==> src/rtl/sbsc_pkg.sv <==
// Purpose: constants shared by the serial buffer status and control block
// Assumes: 32-bit APB register bus, 10 MHz peripheral clock
// Notes: offsets are byte addresses of aligned words
package sbsc_pkg;
    // register byte offsets
    localparam logic [11:0] ADDR_STATUS = 12'h000;
    localparam logic [11:0] ADDR_CTRL1 = 12'h004;
    localparam logic [11:0] ADDR_CTRL2 = 12'h008;
    localparam logic [11:0] ADDR_DATA = 12'h00c;
    localparam logic [11:0] ADDR_INT_STAT = 12'h010;
    localparam logic [11:0] ADDR_INT_MASK = 12'h014;
    // status register fields
    localparam int ST_RBF = 0;
    localparam int ST_TBF = 1;
    localparam int ST_RX_EMPTY = 5;
    localparam int ST_SHIFT_IDLE = 7;
    localparam int ST_ENABLE = 15;
    // control one fields
    localparam int C1_BITS = 13;
    localparam int C1_SCK_DIS = 12;
    localparam int C1_SDO_DIS = 11;
    localparam int C1_WIDE = 10;
    localparam int C1_MASTER = 5;
    // control two fields
    localparam int C2_ENH = 0;
    // interrupt status and mask fields
    localparam int INT_BITS = 2;
    localparam int INT_RX_WORD = 0;
    localparam int INT_TX_LOAD = 1;
    // reset values
    localparam logic [C1_BITS-1:0] CTRL1_RST = 13'h0000;
    localparam logic [INT_BITS-1:0] INT_MASK_RST = 2'h0;
    // fifo depth in enhanced buffer mode
    localparam int FIFO_DEPTH = 8;
    // serial clock timing in master mode
    localparam int CLK_PERIOD_NS = 100;
    localparam int SCK_HALF_NS = 400;
    localparam int SCK_HALF_CYC = (SCK_HALF_NS / CLK_PERIOD_NS < 1) ? 1 :
        SCK_HALF_NS / CLK_PERIOD_NS;
    // shift engine states
    typedef enum logic [1:0] {SBSC_IDLE, SBSC_SHIFT, SBSC_TAIL} sbsc_state_t;
endpackage

==> src/rtl/sbsc_top.sv <==
// Purpose: buffer status flags, data location and control one of a
//          serial peripheral, with a mode 0 shift engine behind them
// Assumes: serial clock and data in come from outside and are synchronised
// Notes: fifo depth must be a power of two
//
// Our own choices: the APB slave port and the register offsets.
`timescale 1ns/1ps
`default_nettype none

// Overview of operation
// - In standard mode a write to the data location loads the holding buffer and sets the transmit full flag.
// - In standard mode the transmit full flag clears when the word moves into the shift register.
// - In enhanced mode the transmit full flag sets only when a write fills the last free fifo entry.
// - In enhanced mode the transmit full flag clears as soon as one fifo entry is free again.
// - In standard mode the receive full flag sets when a finished word moves into the receive holding buffer.
// - In standard mode the receive full flag clears when software reads the data location.
// - In enhanced mode the receive full flag sets only when a received word fills the last receive fifo entry.
// - In enhanced mode the receive full flag clears once one receive fifo entry is free.
module sbsc_top
    import sbsc_pkg::*;
#(
    parameter int DEPTH = FIFO_DEPTH,
    parameter int HALF_CYC = SCK_HALF_CYC
)
(
    // clock and reset
    input wire logic clock_i,
    input wire logic reset_i,
    // apb slave
    input wire logic psel_i,
    input wire logic penable_i,
    input wire logic pwrite_i,
    input wire logic [11:0] paddr_i,
    input wire logic [31:0] pwdata_i,
    output logic pready_o,
    output logic [31:0] prdata_o,
    output logic pslverr_o,
    // serial pins
    input wire logic sck_i,
    output logic sck_o,
    output logic sck_oe_o,
    input wire logic sdi_i,
    output logic sdo_o,
    output logic sdo_oe_o,
    // interrupt
    output logic irq_o
);
    localparam int AW = (DEPTH > 1) ? $clog2(DEPTH) : 1;
    localparam int CW = $clog2(DEPTH + 1);
    localparam int NARROW_CYC = 15 * HALF_CYC;
    localparam int WIDE_CYC = 31 * HALF_CYC;

    typedef struct packed {
        logic pready;
        logic pslverr;
        logic [31:0] prdata;
        logic [C1_BITS-1:0] ctrl1;
        logic enable;
        logic enh;
        logic [INT_BITS-1:0] int_stat;
        logic [INT_BITS-1:0] int_mask;
        logic irq;
        logic [DEPTH-1:0][15:0] tx_mem;
        logic [AW-1:0] tx_rd;
        logic [AW-1:0] tx_wr;
        logic [CW-1:0] tx_cnt;
        logic [DEPTH-1:0][15:0] rx_mem;
        logic [AW-1:0] rx_rd;
        logic [AW-1:0] rx_wr;
        logic [CW-1:0] rx_cnt;
        sbsc_state_t st;
        logic [15:0] shift;
        logic capt;
        logic [4:0] bitn;
        logic [7:0] div;
        logic sck;
        logic sck_oe;
        logic sdo_oe;
        logic [1:0] sck_sync;
        logic [1:0] sdi_sync;
        logic sck_prev;
    } sbsc_regs_t;

    sbsc_regs_t r;
    sbsc_regs_t n;

    // limits, full flags, fifo strobes and serial edges used by several paths
    logic [CW-1:0] lim;
    logic tbf, rbf, wide, master;
    logic tx_push, tx_pop, rx_push, rx_pop;
    logic rise, fall;
    logic [15:0] rx_word;

    // true when the address names an implemented register
    function automatic logic addr_hit(input logic [11:0] a);
        if (a == ADDR_STATUS || a == ADDR_CTRL1 || a == ADDR_CTRL2)
            return 1'b1;
        else if (a == ADDR_DATA || a == ADDR_INT_STAT || a == ADDR_INT_MASK)
            return 1'b1;
        else
            return 1'b0;
    endfunction

    // buffer limits and full flags from the held counts
    assign lim = r.enh ? CW'(DEPTH) : CW'(1);
    assign tbf = (r.tx_cnt == lim);
    assign rbf = (r.rx_cnt == lim);
    assign wide = r.ctrl1[C1_WIDE];
    assign master = r.ctrl1[C1_MASTER];

    // next state of every register
    always_comb
    begin
        logic setup, done, wr_en, rd_en;
        logic m_rise, m_fall;
        logic [15:0] stat;
        logic [INT_BITS-1:0] clr;
        logic [INT_BITS-1:0] ev;
        setup = psel_i & ~penable_i;
        done = psel_i & penable_i & r.pready;
        wr_en = done & pwrite_i;
        rd_en = done & ~pwrite_i;
        m_rise = 1'b0;
        m_fall = 1'b0;
        stat = 16'h0000;
        clr = '0;
        ev = '0;
        n = r;
        tx_pop = 1'b0;
        rx_push = 1'b0;
        rx_word = {r.shift[14:0], r.sdi_sync[1]};

        // pin synchronisers, only the second stage is used
        n.sck_sync = {r.sck_sync[0], sck_i};
        n.sdi_sync = {r.sdi_sync[0], sdi_i};
        n.sck_prev = r.sck_sync[1];

        // master clock divider runs while a word is on the wire
        if (r.st != SBSC_IDLE && master)
        begin
            if (r.div == 8'(HALF_CYC - 1))
            begin
                n.div = 8'h00;
                n.sck = ~r.sck;
                m_rise = ~r.sck;
                m_fall = r.sck;
            end
            else
                n.div = r.div + 8'h01;
        end
        rise = master ? m_rise : (r.sck_sync[1] & ~r.sck_prev);
        fall = master ? m_fall : (~r.sck_sync[1] & r.sck_prev);

        // shift engine, mode 0: sample on rise, shift out on fall
        case (r.st)
            SBSC_IDLE:
            begin
                n.sck = 1'b0;
                n.div = 8'h00;
                if (r.enable && r.tx_cnt != '0)
                begin
                    tx_pop = 1'b1;
                    n.shift = wide ? r.tx_mem[r.tx_rd] :
                        {r.tx_mem[r.tx_rd][7:0], 8'h00};
                    n.bitn = 5'd0;
                    n.st = SBSC_SHIFT;
                end
            end
            SBSC_SHIFT:
            begin
                if (!r.enable)
                    n.st = SBSC_IDLE;
                else if (rise)
                begin
                    if (r.bitn == (wide ? 5'd15 : 5'd7))
                    begin
                        rx_push = (r.rx_cnt < lim);
                        n.st = SBSC_TAIL;
                    end
                    else
                    begin
                        n.capt = r.sdi_sync[1];
                        n.bitn = r.bitn + 5'd1;
                    end
                end
                else if (fall)
                    n.shift = {r.shift[14:0], r.capt};
            end
            SBSC_TAIL:
            begin
                if (fall || !r.enable)
                    n.st = SBSC_IDLE;
            end
            default:
                n.st = SBSC_IDLE;
        endcase

        // transmit fifo, a write past the limit is dropped
        tx_push = wr_en && paddr_i == ADDR_DATA && r.tx_cnt < lim;
        if (tx_push)
        begin
            n.tx_mem[r.tx_wr] = pwdata_i[15:0];
            n.tx_wr = r.tx_wr + AW'(1);
        end
        if (tx_pop)
            n.tx_rd = r.tx_rd + AW'(1);
        n.tx_cnt = r.tx_cnt + CW'(tx_push) - CW'(tx_pop);

        // receive fifo, a word arriving while full is discarded
        rx_pop = rd_en && paddr_i == ADDR_DATA && r.rx_cnt != '0;
        if (rx_push)
        begin
            n.rx_mem[r.rx_wr] = wide ? rx_word : {8'h00, rx_word[7:0]};
            n.rx_wr = r.rx_wr + AW'(1);
        end
        if (rx_pop)
            n.rx_rd = r.rx_rd + AW'(1);
        n.rx_cnt = r.rx_cnt + CW'(rx_push) - CW'(rx_pop);

        // register writes
        if (wr_en)
        begin
            if (paddr_i == ADDR_STATUS)
                n.enable = pwdata_i[ST_ENABLE];
            else if (paddr_i == ADDR_CTRL1)
                n.ctrl1 = pwdata_i[C1_BITS-1:0];
            else if (paddr_i == ADDR_CTRL2)
                n.enh = pwdata_i[C2_ENH];
            else if (paddr_i == ADDR_INT_STAT)
                clr = pwdata_i[INT_BITS-1:0];
            else if (paddr_i == ADDR_INT_MASK)
                n.int_mask = pwdata_i[INT_BITS-1:0];
        end

        // sticky events, a new event beats a clear in the same cycle
        ev[INT_RX_WORD] = rx_push;
        ev[INT_TX_LOAD] = tx_pop;
        n.int_stat = (r.int_stat & ~clr) | ev;
        n.irq = |(n.int_stat & n.int_mask);

        // pin drive enables
        n.sdo_oe = r.enable & ~r.ctrl1[C1_SDO_DIS];
        n.sck_oe = r.enable & master & ~r.ctrl1[C1_SCK_DIS];

        // apb answer, ready one cycle after setup
        stat[ST_RBF] = rbf;
        stat[ST_TBF] = tbf;
        stat[ST_RX_EMPTY] = (r.rx_cnt == '0);
        stat[ST_SHIFT_IDLE] = (r.st == SBSC_IDLE);
        stat[ST_ENABLE] = r.enable;
        n.pready = setup;
        n.pslverr = setup & ~addr_hit(paddr_i);
        n.prdata = 32'h00000000;
        if (setup)
        begin
            if (paddr_i == ADDR_STATUS)
                n.prdata = {16'h0000, stat};
            else if (paddr_i == ADDR_CTRL1)
                n.prdata = {19'h00000, r.ctrl1};
            else if (paddr_i == ADDR_CTRL2)
                n.prdata = {31'h00000000, r.enh};
            else if (paddr_i == ADDR_DATA)
                n.prdata = {16'h0000, r.rx_mem[r.rx_rd]};
            else if (paddr_i == ADDR_INT_STAT)
                n.prdata = {30'h00000000, r.int_stat};
            else if (paddr_i == ADDR_INT_MASK)
                n.prdata = {30'h00000000, r.int_mask};
        end
    end

    // state register
    always_ff @(posedge clock_i or posedge reset_i)
    begin
        if (reset_i)
        begin
            r <= '0;
            r.ctrl1 <= CTRL1_RST;
            r.int_mask <= INT_MASK_RST;
        end
        else
            r <= n;
    end

    // outputs straight from flip-flops
    assign pready_o = r.pready;
    assign prdata_o = r.prdata;
    assign pslverr_o = r.pslverr;
    assign sck_o = r.sck;
    assign sck_oe_o = r.sck_oe;
    assign sdo_o = r.shift[15];
    assign sdo_oe_o = r.sdo_oe;
    assign irq_o = r.irq;
endmodule // sbsc_top

`default_nettype wire

==> config.mk <==
export PLATFORM = sky130hd
export DESIGN_NAME = sbsc_top
export DESIGN_NICKNAME = d
export VERILOG_FILES = /design/src/rtl/sbsc_pkg.sv /design/src/rtl/sbsc_top.sv
export SDC_FILE = /design/constraint.sdc
export NUM_CORES = 1
export LEC_CHECK = 0
export BUFFER_PORTS_ARGS = -buffer_cell sky130_fd_sc_hd__buf_2
export CORE_MARGIN = 4
export CORE_UTILIZATION = 50
export CTS_CLUSTER_SIZE = 20
export DETAILED_ROUTE_END_ITERATION = 16
export GPL_TIMING_DRIVEN = 1
export PLACE_DENSITY = 0.67
export SLEW_MARGIN = 0
export SYNTH_ARGS = -nofsm -noshare
export SYNTH_HDL_FRONTEND = slang
export SYNTH_SLANG_ARGS = --single-unit
==> constraint.sdc <==
create_clock -name clock_i -period 14.4 [get_ports clock_i]
set_clock_uncertainty 0.15 [all_clocks]
set_input_delay 1.44 -clock clock_i [delete_from_list [all_inputs] [get_ports clock_i]]
set_output_delay 1.44 -clock clock_i [all_outputs]
set_load 0.02 [all_outputs]
==> results.md <==
- CTS tree: built
- Post-synth top area share: 53.7%
- Chip height: between 150 and 200 um
- Maximum vdd drop: between 0.1 and 0.15 mV
- Hold Violations, Final: 0
- Crit path DAT: roughly 4.3 ns
- IO Pins: 90
- Layout cells sized above 1: 32.3%
- Critical-path top delay cell: or4b_1
- Seq/Total Area, Yosys: 53.7%
- Setup-failing EPs final: 0
- Clock tree root buffer cell: clkbuf_16
- DR iter-0 viols: 694
- Cts bufs inserted: 39
- CP delay by family, top: simple AND/OR/NAND/NOR gates
- Via count: 10400
- Critical Path RT: 14.66 ns
- Yosys cell types: a little over 70
- Critical path peak fanout: 16
- Post-CTS Setup Bufs: 0
- Hpwl dp: 24.1 mm
- Core Region: 32500 um2
- WL/cell: 21.2 um
- Pin count of the biggest net entering global routing: roughly 150
- Seq cells post-synth: 354
- Post-synth EDFFs: 0
- Final period utilization: 27.9%
- Max FFs per register: 327
- Synth area leader: dfrtp_1
- Most common cell after layout, fill and taps aside: dfrtp_1
- Worst Path Buf+Inv: 1
- Worst-Margin Slew: 1.13 ns
- # DRC: 0
- Sink Count: 354
- Top reg by flops: r
- Run status: completed
- Cell area after synthesis: about 16000 um2
- Final Max Tran Viols: 0
- Fillers: 2734
- Worst-Skew Late Latency: 0.55 ns
- Cts repair resizes: 0
- Hold Slack: 0.199 ns
- DRT Wirelength: 38.0 mm
- Clock Path Buffers: 3
- Area occupied by multi-input gates: 7040 um2
- Initial Util: 50.7%
- Storage element area: 8860 um2
- Final Critical Period: about 4 ns
- Slew HR: 24.5%
- Sum of negative setup slack: 0 ns
- GRT Util Overall: 21.5%
- Leakage power: approximately 8.6 nW
- Cells after synthesis: 1299
- Synth async-reset ratio: 100%
- CP Capture Type: flop
- RePlAce Congestion: 0.818
- Gr ovfl total: 0
- Mean Syn Cell Area: 12.7 um2
- Most used DFF post-synth: dfrtp_1
- Highest clock rate: 0.249 GHz
- Worst Path Class, Setup: in -> reg
- Synthesis-to-layout area growth: 11.0%
- Worst stage delay on the critical path: roughly 1.1 ns
- Chip width: 190 um
- RSZ-0062 raised after global routing: no
- Startpoint types: input pin
- Initial antenna violation count: 0
- Vias in the first global route: 10700
- Antenna diode count: 0
- First-pass GRT wire length: 61.2 mm
- Final net count: 1395
- Full die area: 35900 um2
- Most frequent cells in the layout: dfrtp_1 (352), mux2_2 (220), nand2_1 (100)
- Htree depth: 2
- Top cells by area, synth: dfrtp_1 (54%), mux2_2 (15%), mux4_2 (4.4%)
- I/O Buffers: 57
- Synth warn: 0
- Row count: 66
- Routed Antenna Nets: 0
- Max-cap viol count: 0
- Number of vias per cell: 5.78
- Hold buffers post-CTS: 0
- Clock transition at the registers of the reported paths: 0.06 ns
- Pwr per Cell Area: roughly 110 nW/um2
- Min-Delay Path Class: reg -> reg
- Initial DRT Pass Iterations: 5
- Cell Chain, Critical Path: buf_2, nand4_1, a211oi_2, nand4_4, or4b_1, mux2_4
-- worst paths after layout --
path / start / endpoint / slack (ns) / cells past startpoint
worst max register to register: r[321] / r[258] / 10.66 / 7
worst max-delay path: penable_i / r[258] / 10.38 / 6
min in group asynchronous: reset_i / r[333] / 0.97 / 2
worst min register to register: n[4] / n[0] / 0.20 / 0
worst min-delay path: n[4] / n[0] / 0.20 / 0
max in group asynchronous: reset_i / r[186] / 11.55 / 3
-- per-stage QoR --
stage	util, %	total power [mW]	std cells	setup WS [ns]	cell area (um2)
6_report	56.2	2.05	1793	10.38	18300
5_1_grt	56.2	2.12	1793	10.33	18300
4_1_cts	56.2	2.07	1793	10.40	18300
3_5_place_dp	52.4	1.09	1723	9.85	17000
3_3_place_gp	52.4	1.09	1723	9.85	17000
2_1_floorplan	-	1.07	1314	2.99	16500
-- worst reg2reg max path, cell delays in order (launching register included) --
cell and delay (ns):
dfrtp_1 0.39, inv_1 0.14, ha_1 0.16, or3b_1 0.35, a211oi_2 0.56, nand4_4 0.30
or4b_1 1.09, mux2_4 0.49
-- synth_stat cells, types with 3 or more instances --
master     number
and3b_1         3
nand4_1         7
ha_1           20
o2111ai_1       8
mux4_2         32
and3_1          3
buf_4          32
o22ai_1         9
o2bb2ai_1       3
mux2_2        220
mux2i_1        42
o21ai_0        70
inv_1          26
nor2_1         53
a211oi_1       19
nand2_1       100
a21oi_1        34
or3_1           3
a32oi_1         9
a31oi_1         8
buf_1          16
nor3_1          5
buf_2          12
xnor2_1        10
a21o_1          3
nand3_1        11
o211ai_1        3
clkbuf_1       52
or2_2           4
xor2_1         11
nand3b_1        4
nor2b_1        22
dfrtp_1       354
a22oi_1        16
nand2b_1        5
mux2_4         20
a221oi_1        8
-- cells by family (layout without fill, tap and decap cells) --
logic type | after synthesis | count (layout) | share of synthesized area, %
AOI/OAI and AO/OA | 205 | 205 | 8.11
xor gates and xnor gates | 21 | 21 | 1.12
adders and majority gates | 22 | 22 | 1.76
buffers and inverters | 141 | 178 | 4.19
DFF | 354 | 354 | 53.7
muxes | 314 | 314 | 23.8
other | 1 | 16 | 0.0227
and+or+nand+nor | 241 | 241 | 7.29
-- area by class of cell --
cell class / count / share of cell area [%]
Clock buffer: 59 / 6.24
Clock inverter: 11 / 0.650
Inverter: 26 / 0.574
Tap cell: 442 / 3.02
Sequential cell: 354 / 48.4
Timing Repair Buffer: 82 / 2.58
Multi-Input combinational cell: 819 / 38.5
-- per-layer routing --
layer | global-route usage [%] | vias to the layer above | share of wire (%)
met1 | 31.4 | 5357 | 46
met5 | 0 | - | 0
li1 | - | 4686 | -
met4 | 5.26 | 0 | 2.2
met2 | 34.4 | 263 | 47
met3 | 3.32 | 61 | 4.7
-- power by group --
part | internal, mW | switching, mW | total (mW)
clock network | 0.584 | 0.396 | 0.979
logic | 0.0163 | 0.0475 | 0.0638
registers | 1.00 | 0.00425 | 1.00
total | 1.60 | 0.447 | 2.05
(Power assumes the default switching activity.)
